`config.mk`:
```
export PLATFORM = sky130hd
export DESIGN_NAME = bms_seq
export DESIGN_NICKNAME = d
export VERILOG_FILES = /design/src/design/bms_pkg.sv /design/src/design/bms_seq.sv /design/src/design/bms_tick_div.sv
export VERILOG_INCLUDE_DIRS = /design/src /design/src/design
export SDC_FILE = /design/constraint.sdc
export NUM_CORES = 1
export LEC_CHECK = 0
export ABC_AREA = 1
export BUFFER_PORTS_ARGS = -buffer_cell sky130_fd_sc_hd__clkbuf_2
export CELL_PAD_IN_SITES_DETAIL_PLACEMENT = 1
export CELL_PAD_IN_SITES_GLOBAL_PLACEMENT = 1
export CORE_ASPECT_RATIO = 0.6
export CORE_MARGIN = 3
export CORE_UTILIZATION = 41
export CTS_CLUSTER_DIAMETER = 200
export DETAILED_ROUTE_END_ITERATION = 10
export GPL_TIMING_DRIVEN = 0
export HOLD_SLACK_MARGIN = 0.06
export PLACE_DENSITY_LB_ADDON = 0.25
export SKIP_CTS_REPAIR_TIMING = 1
export SLEW_MARGIN = 40
export SYNTH_ARGS = -nofsm -noshare
export SYNTH_HDL_FRONTEND = slang
export SYNTH_HIERARCHICAL = 1
export SYNTH_SLANG_ARGS = --single-unit
export TNS_END_PERCENT = 20
```
`constraint.sdc`:
```
create_clock -name clk_sys -period 2.2 [get_ports clk_sys]
set_input_delay 0.44 -clock clk_sys [delete_from_list [all_inputs] [get_ports clk_sys]]
set_output_delay 0.44 -clock clk_sys [all_outputs]
set_load 0.05 [all_outputs]
```
`src/design/bms_cfg.svh`:
```
// Constants for the boot-mode select sequencer
`ifndef BMS_CFG_SVH
`define BMS_CFG_SVH

`define BMS_SEL_NAND      3'h0
`define BMS_SEL_AMEM      3'h1
`define BMS_SEL_SD        3'h2
`define BMS_SEL_UART      3'h3
`define BMS_SEL_USB       3'h4
`define BMS_SEL_SPI       3'h5
`define BMS_SEL_ETH       3'h6
`define BMS_SEL_HOST      3'h7

`define BMS_STAT_PASS_BIT 8
`define BMS_STAT_FAIL_BIT 9

`define BMS_RETRY_MAX     5'h18
`define BMS_NAND_PAGE_MAX 13'h1000
`define BMS_ECC_MAX       4'h4
`define BMS_IMG_MAX       16'h7800

`define BMS_STRAP_SETTLE  2'h3

`define BMS_CLK_HZ        20000000
`define BMS_UART_BAUD     115200
`define BMS_BAUD_DIV      (`BMS_CLK_HZ / `BMS_UART_BAUD)
`define BMS_TIMEOUT_MS    500
`define BMS_TIMEOUT_CYC   ((`BMS_CLK_HZ / 1000) * `BMS_TIMEOUT_MS)

`endif

```
`src/design/bms_pkg.sv`:
```
// Types for the boot-mode select sequencer
package bms_pkg;

    typedef enum logic [2:0] {
        BMS_SRC_NAND,
        BMS_SRC_AMEM,
        BMS_SRC_SD,
        BMS_SRC_UART,
        BMS_SRC_USB,
        BMS_SRC_SPI,
        BMS_SRC_ETH,
        BMS_SRC_HOST
    } bms_src_t;

    typedef enum logic [2:0] {
        BMS_ST_STRAP,
        BMS_ST_AMEM,
        BMS_ST_START,
        BMS_ST_WAIT,
        BMS_ST_FAIL,
        BMS_ST_JUMP
    } bms_state_t;

    // Outcome of one load attempt from the media engine
    typedef struct packed {
        logic done;
        logic fail;
        logic magic_ok;
        logic desc_err;
    } bms_res_t;

    // Properties of the attached NAND part
    typedef struct packed {
        logic        width16;
        logic [12:0] page_size;
        logic [3:0]  ecc_need;
        logic        cs_hold_req;
    } bms_nand_t;

endpackage : bms_pkg

```
`src/design/bms_seq.sv`:
```
// Boot-mode select and first-stage load sequencer
`include "bms_cfg.svh"

module bms_seq
    import bms_pkg::*;
#(
    parameter int TIMEOUT_CYC = `BMS_TIMEOUT_CYC
) (
    input  wire logic      clk_sys,           // 20 MHz system clock
    input  wire logic      rst_n,             // Async reset, active low
    input  wire logic [2:0] boot_select_pins, // Boot strap pins
    input  wire bms_res_t  eng_res,           // Attempt outcome
    input  wire bms_nand_t nand_info,         // NAND part properties
    input  wire logic [15:0] image_size,      // Loader image bytes
    input  wire logic      eeprom_magic,      // EEPROM magic found
    input  wire logic      host_copy_done,    // Host copy complete
    input  wire logic      uart_activity,     // Host byte received
    input  wire logic      amem_configured,   // Boot page set interface
    output bms_src_t       boot_src,          // Current source
    output logic           amem_hw_boot,      // Hardware async boot
    output logic           rom_loader_run,    // ROM loader active
    output logic           attempt_start,     // Start load pulse
    output logic           eth_boot_request,  // Send request pulse
    output logic           jump_to_loader,    // Run loader in RAM
    output logic [1:0]     boot_status,       // {fail, pass}
    output logic [4:0]     retry_count,       // Inner retries used
    output logic           nand_cs_hold,      // Keep CS low in tR
    output logic           ecc4_enable,       // 4-bit ECC active
    output logic           sd_native_hc,      // Native SD, SDHC on
    output logic           use_default_mac,   // No EEPROM magic
    output logic           uart_bit_tick,     // Bit-rate enable
    output logic           amem_page_walk     // Interface walks pages
);

    ////////////////////////////////////////////////////////////////
    // Decoding

    function automatic bms_src_t decode_sel(input logic [2:0] s);
        bms_src_t r;
        r = BMS_SRC_NAND;
        unique case (s)
            `BMS_SEL_NAND:  r = BMS_SRC_NAND;
            `BMS_SEL_AMEM:  r = BMS_SRC_AMEM;
            `BMS_SEL_SD:    r = BMS_SRC_SD;
            `BMS_SEL_UART:  r = BMS_SRC_UART;
            `BMS_SEL_USB:   r = BMS_SRC_USB;
            `BMS_SEL_SPI:   r = BMS_SRC_SPI;
            `BMS_SEL_ETH:   r = BMS_SRC_ETH;
            `BMS_SEL_HOST:  r = BMS_SRC_HOST;
        endcase
        return r;
    endfunction : decode_sel

    // NAND parts the loader cannot read end the attempt at once
    function automatic logic nand_bad(input bms_nand_t n);
        return n.width16
            || (n.page_size > `BMS_NAND_PAGE_MAX)
            || (n.ecc_need > `BMS_ECC_MAX);
    endfunction : nand_bad

    ////////////////////////////////////////////////////////////////
    // Strap synchroniser and capture

    logic [2:0] sel_meta;
    logic [2:0] sel_sync;
    logic [1:0] settle;
    logic       sel_taken;

    always_ff @(posedge clk_sys or negedge rst_n) begin
        if (!rst_n) begin
            sel_meta <= 3'h0;
            sel_sync <= 3'h0;
        end else begin
            sel_meta <= boot_select_pins;
            sel_sync <= sel_meta;
        end
    end

    // Wait for the synchroniser to fill before trusting it
    always_ff @(posedge clk_sys or negedge rst_n) begin
        if (!rst_n) begin
            settle <= 2'h0;
        end else if (settle != `BMS_STRAP_SETTLE) begin
            settle <= settle + 2'h1;
        end
    end

    ////////////////////////////////////////////////////////////////
    // Sequencer

    bms_state_t state;
    bms_state_t next_state;
    logic [31:0] tmo_cnt;
    logic        tmo_hit;
    logic        inner_retry;
    logic        img_ok;

    assign tmo_hit = (tmo_cnt >= 32'(TIMEOUT_CYC - 1));
    assign img_ok  = (image_size <= `BMS_IMG_MAX);

    // Retry inside one attempt: bad magic or bad descriptor
    always_comb begin
        inner_retry = 1'b0;
        if (retry_count < `BMS_RETRY_MAX) begin
            if (boot_src == BMS_SRC_NAND && !eng_res.magic_ok) begin
                inner_retry = 1'b1;
            end
            if (boot_src == BMS_SRC_SD && eng_res.desc_err) begin
                inner_retry = 1'b1;
            end
        end
    end

    always_comb begin
        next_state = state;
        unique case (state)
            BMS_ST_STRAP: begin
                if (settle == `BMS_STRAP_SETTLE) begin
                    if (decode_sel(sel_sync) == BMS_SRC_AMEM) begin
                        next_state = BMS_ST_AMEM;
                    end else begin
                        next_state = BMS_ST_START;
                    end
                end
            end
            BMS_ST_AMEM: begin
                next_state = BMS_ST_AMEM;
            end
            BMS_ST_START: begin
                next_state = BMS_ST_WAIT;
            end
            BMS_ST_WAIT: begin
                if (boot_src == BMS_SRC_NAND && nand_bad(nand_info)) begin
                    next_state = BMS_ST_FAIL;
                end else if (boot_src == BMS_SRC_HOST) begin
                    if (host_copy_done) begin
                        next_state = BMS_ST_JUMP;
                    end
                end else if (boot_src == BMS_SRC_UART && tmo_hit) begin
                    next_state = BMS_ST_FAIL;
                end else if (eng_res.done) begin
                    // Ethernet done means every boot packet is in
                    if (eng_res.fail && inner_retry) begin
                        next_state = BMS_ST_START;
                    end else if (eng_res.fail || !img_ok) begin
                        next_state = BMS_ST_FAIL;
                    end else begin
                        next_state = BMS_ST_JUMP;
                    end
                end
            end
            BMS_ST_FAIL: begin
                next_state = BMS_ST_START;
            end
            BMS_ST_JUMP: begin
                next_state = BMS_ST_JUMP;
            end
            default: begin
                next_state = BMS_ST_STRAP;
            end
        endcase
    end

    always_ff @(posedge clk_sys or negedge rst_n) begin
        if (!rst_n) begin
            state <= BMS_ST_STRAP;
        end else begin
            state <= next_state;
        end
    end

    // Source is taken once and changes only on NAND fallback
    always_ff @(posedge clk_sys or negedge rst_n) begin
        if (!rst_n) begin
            boot_src  <= BMS_SRC_NAND;
            sel_taken <= 1'b0;
        end else if (state == BMS_ST_STRAP && !sel_taken
                     && settle == `BMS_STRAP_SETTLE) begin
            boot_src  <= decode_sel(sel_sync);
            sel_taken <= 1'b1;
        end else if (state == BMS_ST_FAIL && boot_src == BMS_SRC_NAND) begin
            boot_src <= BMS_SRC_SD;
        end
    end

    // Inner retries restart on a fresh attempt of a source
    always_ff @(posedge clk_sys or negedge rst_n) begin
        if (!rst_n) begin
            retry_count <= 5'h00;
        end else if (state == BMS_ST_FAIL) begin
            retry_count <= 5'h00;
        end else if (state == BMS_ST_WAIT && next_state == BMS_ST_START) begin
            retry_count <= retry_count + 5'h01;
        end
    end

    // UART host silence counter, cleared by any received byte
    always_ff @(posedge clk_sys or negedge rst_n) begin
        if (!rst_n) begin
            tmo_cnt <= 32'h0;
        end else if (state != BMS_ST_WAIT || uart_activity) begin
            tmo_cnt <= 32'h0;
        end else if (boot_src == BMS_SRC_UART && !tmo_hit) begin
            tmo_cnt <= tmo_cnt + 32'h1;
        end
    end

    ////////////////////////////////////////////////////////////////
    // Attempt strobes

    always_ff @(posedge clk_sys or negedge rst_n) begin
        if (!rst_n) begin
            attempt_start    <= 1'b0;
            eth_boot_request <= 1'b0;
        end else begin
            attempt_start    <= (next_state == BMS_ST_START);
            eth_boot_request <= (next_state == BMS_ST_START)
                                && (boot_src == BMS_SRC_ETH);
        end
    end

    ////////////////////////////////////////////////////////////////
    // Mode levels

    always_ff @(posedge clk_sys or negedge rst_n) begin
        if (!rst_n) begin
            amem_hw_boot    <= 1'b0;
            rom_loader_run  <= 1'b0;
            amem_page_walk  <= 1'b0;
        end else begin
            amem_hw_boot   <= (next_state == BMS_ST_AMEM);
            rom_loader_run <= (next_state == BMS_ST_START)
                              || (next_state == BMS_ST_WAIT)
                              || (next_state == BMS_ST_FAIL);
            if (state == BMS_ST_AMEM && amem_configured) begin
                amem_page_walk <= 1'b1;
            end
        end
    end

    // Jump is final; status shows last outcome
    always_ff @(posedge clk_sys or negedge rst_n) begin
        if (!rst_n) begin
            jump_to_loader <= 1'b0;
            boot_status    <= 2'h0;
        end else begin
            if (next_state == BMS_ST_JUMP) begin
                jump_to_loader <= 1'b1;
                boot_status    <= 2'h1;
            end else if (next_state == BMS_ST_FAIL) begin
                boot_status    <= 2'h2;
            end
        end
    end

    ////////////////////////////////////////////////////////////////
    // Media settings

    always_ff @(posedge clk_sys or negedge rst_n) begin
        if (!rst_n) begin
            nand_cs_hold <= 1'b0;
            ecc4_enable  <= 1'b0;
            sd_native_hc <= 1'b0;
        end else begin
            nand_cs_hold <= rom_loader_run && (boot_src == BMS_SRC_NAND)
                            && nand_info.cs_hold_req;
            ecc4_enable  <= rom_loader_run
                            && (boot_src == BMS_SRC_NAND);
            sd_native_hc <= rom_loader_run
                            && (boot_src == BMS_SRC_SD);
        end
    end

    // EEPROM magic is checked as each Ethernet attempt starts
    always_ff @(posedge clk_sys or negedge rst_n) begin
        if (!rst_n) begin
            use_default_mac <= 1'b0;
        end else if (state == BMS_ST_START && boot_src == BMS_SRC_ETH) begin
            use_default_mac <= !eeprom_magic;
        end
    end

    ////////////////////////////////////////////////////////////////
    // UART bit rate

    // Rate is derived from this block's clock; error is under 0.4 %
    bms_tick_div #(
        .DIV(`BMS_BAUD_DIV)
    ) u_baud (
        .clk_sys(clk_sys),
        .rst_n  (rst_n),
        .run    (rom_loader_run && boot_src == BMS_SRC_UART),
        .tick   (uart_bit_tick)
    );

endmodule : bms_seq

```
`src/design/bms_tick_div.sv`:
```
// One-cycle enable divider for slow serial rates
module bms_tick_div #(
    parameter int DIV = 2
) (
    input  wire logic clk_sys, // System clock
    input  wire logic rst_n,   // Async reset, active low
    input  wire logic run,     // Count while high
    output logic      tick     // One-cycle pulse every DIV cycles
);
    localparam int CW = $clog2(DIV);

    logic [CW-1:0] cnt;

    always_ff @(posedge clk_sys or negedge rst_n) begin
        if (!rst_n) begin
            cnt  <= '0;
            tick <= 1'b0;
        end else if (!run) begin
            cnt  <= '0;
            tick <= 1'b0;
        end else if (cnt == CW'(DIV - 1)) begin
            cnt  <= '0;
            tick <= 1'b1;
        end else begin
            cnt  <= cnt + 1'b1;
            tick <= 1'b0;
        end
    end

endmodule : bms_tick_div

```
* Word level (Yosys, flattened, before mapping)
Memories as Yosys holds them, arrays and structs flattened. Index checks and enable logic that the tools add are counted.
Storage, ports and cells: flip-flop bits (word level) 73, bits in read-only memories 48, input port bits 48, memories kept 2
Operators by class: add/sub/neg operators 4, order comparisons 5, equality and inequality tests 19, multiplexer cells 27, reductions and logical operators 34
Memory list:
- (name not given) | depth 8, width 3, rd ports 1, clocked after memory_dff 0, write ports 0, line bms_seq.sv:41 | unique case (s)
- (name not given) | depth 8, width 3, rd ports 1, clocked after memory_dff 0, write ports 0, line bms_seq.sv:41
Operator list (count):
- $mux 32 | 2
- $mux 3 | 11
- $add 32x1->32 const B | 1
- $ge 32x24->1 const B | 1
- $eq 3x2->1 const B | 6
- $eq 3x3->1 const B | 6
- $pmux 3 s6 | 1
- $logic_and 1x1->1 | 17
- $le 16x15->1 const B | 1
- $mux 8 | 2
- $gt 13x13->1 const B | 1
- $mux 5 | 2
- $eq 3x1->1 const B | 3
- $add 8x1->8 const B | 1
- $eq 8x8->1 const B | 1
- $reduce_bool 2->1 | 4
- $logic_not 3->1 | 2
- $logic_or 1x1->1 | 6
- $mux 1 | 6
- $mux 2 | 3
- $add 5x1->5 const B | 1
- $logic_not 1->1 | 5
- $lt 5x5->1 const B | 1
- $gt 4x3->1 const B | 1
- other kinds (4) | 4

* Depth between registers and ports, before layout
Gate-level depths: netlist (run 1).
depth after elaboration 16, depth in mapped cells 18, gate-level depth less buffers 18

* Cells and area by module
Netlist (run 1), hierarchy kept.
By module, submodules not included:
- bms_seq | times used 1, cells each 445, area each 3424.5 µm², seq. area each 1601.5 µm²
- bms_tick_div | times used 1, cells each 57, area each 478.0 µm², seq. area each 225.2 µm²

* Worst setup path before layout (run 1)
Ideal clock, no wire load.
path type reg2reg, from register boot_src[0], to register tmo_cnt[13], data arrival time 1.848 ns, data required time 2.079 ns, slack 0.231 ns, cell stages (with the launch flop) 10, path buffers 0, clock period less this slack 1.969 ns, cell sequence dfrtp_1 -> inv_1 -> nor3_1 -> inv_1 -> nor2_4 -> nand4_1 -> nor2_1 -> nand3_1 -> nand2_1 -> a21oi_1
Between the ends: word-level cells in the longest chain between the ends 3
Ends and longest elaborated chain:
- start, declared | line bms_seq.sv:19 | output bms_src_t boot_src,
- start signal, assigned | line bms_seq.sv:179 | boot_src <= decode_sel(sel_sync);
- $eq 3x2->1 | line bms_seq.sv:203 | end else if (boot_src == BMS_SRC_UART && !tmo_hit) begin
- $logic_and 1x1->1 | line bms_seq.sv:203
- $reduce_bool 2->1 (no source line)
- end signal, assigned | line bms_seq.sv:204 | tmo_cnt <= tmo_cnt + 32'h1;
- end, declared | line bms_seq.sv:93 | logic [31:0] tmo_cnt;
No other way between the ends. A chain may end at the register's enable or synchronous reset.

* Worst setup path in the final report (run 1)
from register tmo_cnt[8], to register tmo_cnt[13]
Between the ends: word-level cells in the longest chain between the ends 4, elaborated cells on any way between the ends 7, those cells by class add/sub (1); order compare (1); mux (2); reduce/logical (3)
Ends and longest elaborated chain:
- $ge 32x24->1 | line bms_seq.sv:98 | assign tmo_hit = (tmo_cnt >= 32'(TIMEOUT_CYC - 1));
- $logic_not 1->1 | line bms_seq.sv:203
- $logic_and 1x1->1 | line bms_seq.sv:203
- $reduce_bool 2->1 (no source line)
Parallel ways exist; a longest one is shown, timed or not. The select of a mux whose other input is x is not followed.

==> results.json, run 1 <==
{
  "drt_first_iter_violations": 231,
  "hold_class": "in -> reg",
  "clock-skew-final_ns": 0.00551,
  "cpMaxStageDelayCell": "dfrtp_2",
  "combPwrFrac_pct": 37.6,
  "p_int_mw": 2.71,
  "min_period_ns": 2.12,
  "postRouteAntennaNets": 0,
  "yosysSeqAreaShare_pct": 46.8,
  "crit_arrival_ns": 2.34,
  "postLayoutCellArea_um2": 4830,
  "hold_viol": 0,
  "peakVddDrop_v": 0.000804,
  "clk_pin_slew_worst_paths_ns": 0.05,
  "p_clk_share_pct": 27.4,
  "routedWlPerCell_um": 16.0,
  "clock-root-buffer": "clkbuf_16",
  "first_pass_iters": 5,
  "cts_tree": "done",
  "grt_pass1_vias": 3678,
  "cts-buffers-inserted": 9,
  "syn_inst": 502,
  "drc": 0,
  "die_area_um2": 10800,
  "max_cap_violations": 0,
  "p_sw_mw": 2.01,
  "grt_overflow": 0,
  "powerDensity_nw_per_um2": 975,
  "max-slew-margin-rel_pct": 58.3,
  "drv_slew": 0,
  "antenna_found_initial": 0,
  "syn-cell-area_um2": 3900,
  "grt_max_degree": 64,
  "syn-num-nets": 555,
  "placementRows": 26,
  "start_util_pct": 43.9,
  "worstPathMaxFanout": 8,
  "port_buffers": 68,
  "clock_path_buffers": 2,
  "post-dp-hpwl_mm": 8.87,
  "worstSkewPairLatency_ns": 0.34,
  "start_kind": "flip-flop",
  "synth_cell_types": 35,
  "syn_area_per_cell_um2": 7.77,
  "via_count": 3668,
  "final_nets": 640,
  "status": "completed",
  "swShare_pct": 42.6,
  "htree_levels": 3,
  "io_pins": 69,
  "synth-seq-cells": 73,
  "whs_ns": 0.206,
  "crit_required_ns": 2.42,
  "synth-main-ff-cell": "dfrtp_1",
  "power_leakage_nw": 2.24,
  "fin_crit_sh_pct": 96.2,
  "routed_via_density": 5.11,
  "critPathKind": "reg -> reg",
  "synth-edff-count": 0,
  "drt_wl_total_mm": 11.5,
  "core_um2": 8880,
  "drive_gt1_share_pct": 25.3,
  "tritoncts_num_sinks": 73,
  "async_flop_share_pct": 100,
  "dieWidth_um": 132,
  "die-height_um": 81.6,
  "crit_path_max_incr_delay_ns": 0.46,
  "max_freq_mhz": 472,
  "worst_pin_slew_ns": 0.622,
  "syn_to_final_growth_pct": 23.9,
  "grt_pass1_wl_mm": 18.9,
  "power_mw": 4.71,
  "placed_cell_area_um2": 4440,
  "crit_path_cell_trace": "inv_1 -> nand2_1 -> nand2_1 -> nor2_1 -> nor2_1 -> nand2_2 -> nand2_2 -> nand2_4 -> nor2_4 -> nand4_1 -> nor2_2 -> nand3_1 -> nand2_1 -> a21oi_1",
  "synth_warnings": 6,
  "seq_power_share_pct": 35.0,
  "setup_viol": 0,
  "path_common_cell": "nand2_1",
  "place_congestion": 0.883,
  "grt_util_all_layers_pct": 22.6,
  "grt_setup_unrepaired": "true",
  "crit_path_end_kind": "flip-flop",
  "num_antenna_cells": 0
}
[registers in the layout (all words and copies together) (netlist names), 2 cells and up]
signal and count:
boot_src 3, boot_status 2, retry_count 5, sel_meta 3
sel_sync 3, settle 2, state 3, tmo_cnt 32
u_baud/cnt 8
[through the flow]
stage	setup WS [ns]	util, %	instances	TNS [ns]
after global routing	-0.0693	54.4	718	-0.338
after floorplan	0.231	-	502	0
final	0.0835	54.4	718	0
after CTS	-0.170	52.9	713	-2.31
after detailed placement	-0.159	50.0	697	-1.75
after global placement	-0.0698	49.5	696	-0.563
[power groups by stage]
| stage | logic, mW | registers (mW) | clock network [mW] |
|---|---|---|---|
| finish | 1.77 | 1.65 | 1.29 |
| global route | 1.94 | 1.67 | 1.39 |
| CTS | 1.74 | 1.65 | 1.32 |
| detailed placement | 1.72 | 1.67 | 0 |
| global placement | 1.65 | 1.66 | 0 |
| floorplan | 0.823 | 2.04 | 0 |
[synth_stat cells (all sizes together), types with 2 or more instances]
cell type  instances  area (um2)
nand3             36         193
inv               67         251
nor3              19         106
ha                 5        62.6
xor2               9        78.8
dfrtp             73        1830
buf                6        36.3
a31oi              2        12.5
o21ai             24         120
nor4               7        43.8
nor2              89         377
nand2            117         482
or2                2        12.5
o21a               3        22.5
o31ai              2        15.0
nand4             13        81.3
xnor2              3        26.3
a21oi             18         101
[cell usage in the layout, fill, tap and decap left out, types with 2 or more instances in the layout]
| master | count |
|---|---|
| nand2_1 | 96 |
| nor2_1 | 75 |
| dfrtp_1 | 68 |
| clkbuf_2 | 67 |
| inv_1 | 61 |
| nand3_1 | 35 |
| o21ai_0 | 22 |
| a21oi_1 | 17 |
| nor3_1 | 16 |
| nand2_2 | 15 |
| nand4_1 | 13 |
| nor2_2 | 11 |
| xor2_1 | 9 |
| clkbuf_16 | 9 |
| nand2_4 | 6 |
| inv_2 | 6 |
| buf_4 | 6 |
| nor4_1 | 5 |
| dfrtp_2 | 5 |
| ha_1 | 4 |
| clkinv_2 | 4 |
| nor2_4 | 3 |
| o21a_1 | 3 |
| xnor2_1 | 3 |
| clkbuf_1 | 3 |
| nor3_2 | 2 |
| or2_2 | 2 |
| nor4_2 | 2 |
| buf_2 | 2 |
| a31oi_1 | 2 |
| o31ai_1 | 2 |
[per-layer routing]
layer  global-route usage, %  share of wire [%]  up-vias  wire length [um]
li1                        -                  -     1799                 -
met1                    32.0                 48     1759              5550
met2                    34.8                 44       95              5020
met3                    5.88                7.0       15               800
met4                    5.87                1.1        0               129
met5                       0                  0        -                 0
[final timing paths]
path                                       to           startpoint  depth (start not counted)  slack, ns
worst max-delay path              tmo_cnt[13]           tmo_cnt[8]                         14       0.08
min in group asynchronous       u_baud/cnt[1]                rst_n                          2       0.49
worst max register to register    tmo_cnt[13]           tmo_cnt[8]                         14       0.08
worst min register to register    sel_sync[2]          sel_meta[2]                          0       0.35
worst min-delay path              sel_meta[1]  boot_select_pins[1]                          1       0.21
max in group asynchronous          tmo_cnt[0]                rst_n                          3       1.16
[logic make-up (layout without fill, tap and decap cells)]
logic type                 Yosys count  in the layout  synth area share, %
and+or+nand+nor                    285            285                 33.5
DFF                                 73             73                 46.8
buffers and inverters               73            163                 7.37
AOI/OAI and AO/OA                   54             54                 7.98
xor gates and xnor gates            12             12                 2.69
adders and majority gates            5              5                 1.60
[critical path, delay by kind of cell, from the launching register on]
family | cells | cell delay, ns
AOI/OAI and AO/OA | 1 | 0.04
and+or+nand+nor | 12 | 1.39
buffers and inverters | 1 | 0.11
DFF | 1 | 0.46
[layout make-up]
cell class | count | area (um2)
fill | 1134 | 4050
multi-input combinational | 356 | 1870
sequential | 73 | 1830
timing repair buffer | 75 | 424
inverter | 67 | 251
clock buffer | 12 | 236
tap | 126 | 158
buffer | 5 | 36.3
clock inverter | 4 | 20.0
No activity file was read; power rests on OpenSTA's default activity.
==> run 2, diff against run 1 <==
Settings changed: ABC_AREA 1 to not set, CORE_UTILIZATION 41 to 43, SKIP_LAST_GASP set to 1, SLEW_MARGIN 40 to not set.
==> run 2 against run 1 <==
Net effect: count of clock-buffer cells in the layout down 2; the flow now finishes with violations (setup timing); power decreased by 36%; hold slack worse by 0.0023 ns; via count is 14% lower.
==> results.json, run 2 <==
{
  "crit_required_ns": 2.46,
  "core_um2": 8100,
  "drt_first_iter_violations": 168,
  "status": "finished with violations",
  "synth-main-ff-cell": "dfrtp_1",
  "syn_to_final_growth_pct": 31.2,
  "max_freq_mhz": 412,
  "die-height_um": 77.6,
  "dieWidth_um": 125,
  "seq_power_share_pct": 44.6,
  "port_buffers": 68,
  "fin_crit_sh_pct": 110,
  "worstPathMaxFanout": 6,
  "final_nets": 503,
  "setup_tns_ns": -4.37,
  "crit_arrival_ns": 2.69,
  "syn-cell-area_um2": 3680,
  "met2_length_mm": 5.26,
  "start_util_pct": 45.4,
  "synth_warnings": 6,
  "yosysSeqAreaShare_pct": 49.7,
  "reg2reg_depth": 8,
  "critPathKind": "reg -> reg",
  "crit_path_cell_trace": "or3_4 -> o211a_1 -> or2_1 -> buf_6 -> a21oi_4 -> o2111ai_4 -> or4_1 -> a21oi_1",
  "fill_cells": 891,
  "syn-num-nets": 404,
  "grt_setup_unrepaired": "true",
  "combPwrFrac_pct": 3.3,
  "drt_wl_total_mm": 11.0,
  "drt-met1-wl_mm": 5.01,
  "synth-seq-cells": 73,
  "powerDensity_nw_per_um2": 628,
  "min_period_ns": 2.43,
  "num_antenna_cells": 0,
  "crit_path_max_incr_delay_ns": 0.45,
  "routedWlPerCell_um": 19.5,
  "clock-root-buffer": "clkbuf_16",
  "syn_area_per_cell_um2": 10.5,
  "clock_path_buffers": 2,
  "io_pins": 69,
  "p_clk_share_pct": 52.1,
  "drc": 0,
  "top_layer": "met4",
  "routed_via_density": 5.59,
  "worst_pin_slew_ns": 0.651,
  "cts-buffers-inserted": 9,
  "synth_cell_types": 65,
  "setup_viol": 34,
  "grt_pass1_vias": 3207,
  "cpMaxStageDelayCell": "or4_1",
  "place_congestion": 0.778,
  "fin_util_pct": 59.6,
  "tritoncts_num_sinks": 73,
  "mostFrequentLayoutCell": "dfrtp_1",
  "layout_common_cells": "dfrtp_1 (69), clkbuf_2 (67), nor2_1 (35), nand2_1 (19), buf_4 (15)",
  "synth_area_leaders": "dfrtp_1 (50%), nor2_1 (3.6%), xor2_1 (3.1%), and2_1 (2.2%), nand2_1 (2.0%)",
  "yosysMostFrequentCell": "dfrtp_1",
  "clk_pin_slew_worst_paths_ns": 0.06,
  "max-slew-margin-rel_pct": 56.4,
  "p_sw_mw": 0.639,
  "synth_top_area_share_pct": 49.7,
  "drv_slew": 0,
  "whs_ns": 0.203,
  "swShare_pct": 21.1,
  "syn_inst": 351,
  "layoutNonFillerInstCount": 563,
  "hold_viol": 0,
  "max_cap_violations": 0,
  "cts_tree": "done",
  "power_mw": 3.03,
  "largest_register_ffs": 32,
  "via_count": 3149,
  "synth-edff-count": 0,
  "grt_overflow": 0,
  "largestRegisters": "tmo_cnt: 32 flops, u_baud/cnt: 8 flops, retry_count: 5 flops",
  "min_path_cells": 1,
  "drive_gt1_share_pct": 33.6,
  "die_area_um2": 9730,
  "setup_slack_ns": -0.227,
  "yosys.area.top_type": "dfrtp_1",
  "async_flop_share_pct": 100,
  "grt_util_all_layers_pct": 21.9,
  "top_register": "tmo_cnt",
  "grt_pass1_wl_mm": 16.7,
  "peakVddDrop_v": 0.000402,
  "worstSkewPairLatency_ns": 0.34,
  "start_kind": "flip-flop",
  "power_leakage_nw": 2.16,
  "htree_levels": 3,
  "synth_common_cells": "dfrtp_1 (73), nor2_1 (35), nand2_1 (20)",
  "placementRows": 25,
  "antenna_found_initial": 0,
  "post-dp-hpwl_mm": 7.45,
  "dp_cells": 528,
  "routed-wl-met3_um": 571,
  "postRouteAntennaNets": 0,
  "hold_class": "in -> reg",
  "violations": "setup timing",
  "first_pass_iters": 4,
  "p_int_mw": 2.39,
  "grt_max_degree": 66,
  "crit_path_end_kind": "flip-flop",
  "clock-skew-final_ns": 0.00557
}
## run 2: path summary, 6_finish.rpt
path	to	slack, ns	from
worst max register to register	retry_count[2]	-0.23	tmo_cnt[18]
worst min-delay path	sel_meta[2]	0.20	boot_select_pins[2]
worst max-delay path	retry_count[2]	-0.23	tmo_cnt[18]
worst min register to register	sel_sync[0]	0.35	sel_meta[0]
min in group asynchronous	retry_count[3]	0.50	rst_n
max in group asynchronous	boot_src[2]	1.11	rst_n
## run 2: per-stage QoR
stage / setup slack, ns / area [um2]
global route: -0.355 / 4830
global placement: -0.414 / 4180
floorplan: -0.0784 / 3700
CTS: -0.584 / 4530
finish: -0.227 / 4830
detailed placement: -0.522 / 4210
## run 2: power by group through the flow
stage               clock network [mW]  logic (mW)  registers (mW)
finish                            1.58       0.100            1.35
global route                      1.69       0.112            1.35
CTS                               1.61      0.0953            1.35
detailed placement                   0      0.0946            1.37
global placement                     0      0.0848            1.37
floorplan                            0      0.0141            1.37
## run 2: cell families (layout without fill, tap and decap cells)
logic type / after synthesis / in the layout / synth area share (%)
XOR/XNOR: 20 / 20 / 4.76
AND/OR/NAND/NOR: 158 / 158 / 25.7
adder cells (fa/ha/maj): 5 / 5 / 1.70
AO/OA/AOI/OAI: 64 / 64 / 13.0
multiplexers: 8 / 8 / 2.35
buffers and inverters: 23 / 127 / 2.79
flip-flops: 73 / 73 / 49.7
## run 2: worst max-delay path, delay by kind of cell, from the launching register on
kind,cells,cell delay (ns)
simple gates,3,1.07
compound gates,4,0.73
flops,1,0.41
buf+inv,1,0.15
## run 2: layout make-up
type	count	area [um2]	share of cell area (%)
Inverter	14	52.6	1.09
Multi-Input combinational cell	255	1900	39.5
Buffer	9	56.3	1.17
Tap cell	108	135	2.80
Clock inverter	6	90.1	1.87
Timing Repair Buffer	88	527	10.9
Sequential cell	73	1830	38.0
Clock buffer	10	229	4.74
## run 2: per-layer routing
| layer | vias to the layer above | global-route usage, % |
|---|---|---|
| li1 | 1462 | - |
| met1 | 1604 | 29.8 |
| met2 | 71 | 34.0 |
| met3 | 12 | 6.95 |
| met4 | 0 | 5.74 |
| met5 | - | 0 |
==> run 3, diff against run 2 <==
Settings changed: SETUP_SLACK_MARGIN set to 0.5.
==> run 3 against run 2 <==
Net effect: the run still ends with setup timing left; non-clock buffer count shrank 7; via count shrank 1.7%; hold slack gained 0.00078 ns; global-route usage grew 0.17 points; die area is the same; first-iteration DRC count shrank 10%; combinational power shrank 5%; register-to-register slack lost 0.095 ns; critical path type unchanged; largest cell class unchanged.
==> results.json, run 3 (same netlist as run 2, synthesis figures left out) <==
{
  "drt_first_iter_violations": 151,
  "post-dp-hpwl_mm": 7.52,
  "multi_input_area_um2": 1870,
  "clk_pin_slew_worst_paths_ns": 0.06,
  "min_period_ns": 2.52,
  "die-height_um": 77.6,
  "placementRows": 25,
  "hold_viol": 0,
  "io_pins": 69,
  "dp_slack_ns": -0.566,
  "cts-buffers-inserted": 9,
  "layout_common_cells": "dfrtp_1 (69), clkbuf_2 (67), nor2_1 (35), nand2_1 (19), inv_1 (14)",
  "grt_pass1_vias": 3237,
  "start_kind": "flip-flop",
  "setup_viol": 33,
  "final_nets": 496,
  "top_register": "tmo_cnt",
  "dp_cells": 528,
  "htree_levels": 3,
  "antenna_found_initial": 0,
  "r2r-end": "boot_status[0]",
  "peakVddDrop_v": 0.000420,
  "r2r_setup_slack_ns": -0.32,
  "grt_util_all_layers_pct": 22.0,
  "clock_path_buffers": 2,
  "min_from": "boot_select_pins[0]",
  "powerDensity_nw_per_um2": 663,
  "routedWlPerCell_um": 18.7,
  "start_util_pct": 45.4,
  "clock-skew-final_ns": 0.00855,
  "largest_register_ffs": 32,
  "worstSkewPairLatency_ns": 0.34,
  "hold_class": "in -> reg",
  "drv_slew": 0,
  "setup_tns_ns": -5.45,
  "fin_crit_sh_pct": 115,
  "status": "finished with violations",
  "power_mw": 3.15,
  "reg2reg_from": "tmo_cnt[30]",
  "regArea_um2": 1830,
  "drt_wl_total_mm": 10.4,
  "routed_via_density": 5.57,
  "crit_end": "boot_status[0]",
  "max_freq_mhz": 396,
  "worstPathMaxFanout": 4,
  "layoutNonFillerInstCount": 556,
  "grt_overflow": 0,
  "crit_arrival_ns": 2.74,
  "fill_cells": 926,
  "reg2reg_depth": 7,
  "drive_gt1_share_pct": 31.7,
  "crit_required_ns": 2.42,
  "place_congestion": 0.855,
  "postRouteAntennaNets": 0,
  "max_cap_violations": 0,
  "die_area_um2": 9730,
  "crit_path_end_kind": "flip-flop",
  "critPathKind": "reg -> reg",
  "mostFrequentLayoutCell": "dfrtp_1",
  "grt_setup_unrepaired": "true",
  "drc": 0,
  "syn_to_final_growth_pct": 29.5,
  "port_buffers": 68,
  "largestRegisters": "tmo_cnt: 32 flops, u_baud/cnt: 8 flops, retry_count: 5 flops",
  "critPathLaunch": "tmo_cnt[30]",
  "num_antenna_cells": 0,
  "dieWidth_um": 125,
  "violations": "setup timing",
  "power_leakage_nw": 2.16,
  "setup_slack_ns": -0.322,
  "cts_tree": "done",
  "core_um2": 8100,
  "grt_pass1_wl_mm": 17.0,
  "tritoncts_num_sinks": 73,
  "grt_max_degree": 65,
  "via_count": 3097,
  "whs_ns": 0.204,
  "first_pass_iters": 4,
  "max-slew-margin-rel_pct": 56.9,
  "clock-root-buffer": "clkbuf_16",
  "worst_pin_slew_ns": 0.645
}
[run 3: changes by cell type in the layout (fill, tap and decap cells not counted), sizes merged]
cell,previous run,this run
buf,22,15
bufinv,2,3
clkinv,1,2
clkinvlp,1,0
inv,16,15
[run 3: how the worst min path moves through the flow]
stage                     depth (start not counted)  slack (ns)              to
after CTS                                         1       -0.04  retry_count[3]
after floorplan                                   0        0.14    amem_hw_boot
after global placement                            0        0.33     sel_sync[0]
after global routing                              1        0.19     sel_meta[0]
final                                             1        0.20     sel_meta[0]
after detailed placement                          1        0.32  retry_count[3]
[run 3: area by class of cell]
type	count	share of cell area, %
buffer	9	1.18
clock buffer	10	4.81
clock inverter	6	2.44
inverter	14	1.10
multi-input combinational	255	39.3
sequential	73	38.5
tap	108	2.84
timing repair buffer	81	9.88
[run 3: through the flow]
step	cell area, um2	util (%)
3_3_place_gp	4180	51.6
5_1_grt	4760	58.8
2_1_floorplan	3710	-
3_5_place_dp	4210	52.0
4_1_cts	4560	56.3
6_report	4760	58.8
[run 3: power breakdown]
group          internal, mW  leakage (nW)  switching [mW]  total (mW)
registers              1.35         0.963         0.00207        1.35
clock network          1.12         0.167           0.592        1.71
logic                0.0447          1.03          0.0507      0.0954
[run 3: worst max-delay path: stages, from the launching register on]
cell and delay [ns]:
dfrtp_1 0.41, nor4_4 0.39, buf_4 0.18, nand4_2 0.22
or4b_1 0.56, nand3_1 0.08, a32o_2 0.25, mux2_4 0.32
[run 3: routing by layer]
metal,share of wire (%),GRT usage [%]
met1,48,30.6
met2,47,34.5
met3,3.5,5.57
met4,1.0,6.39
met5,0,0
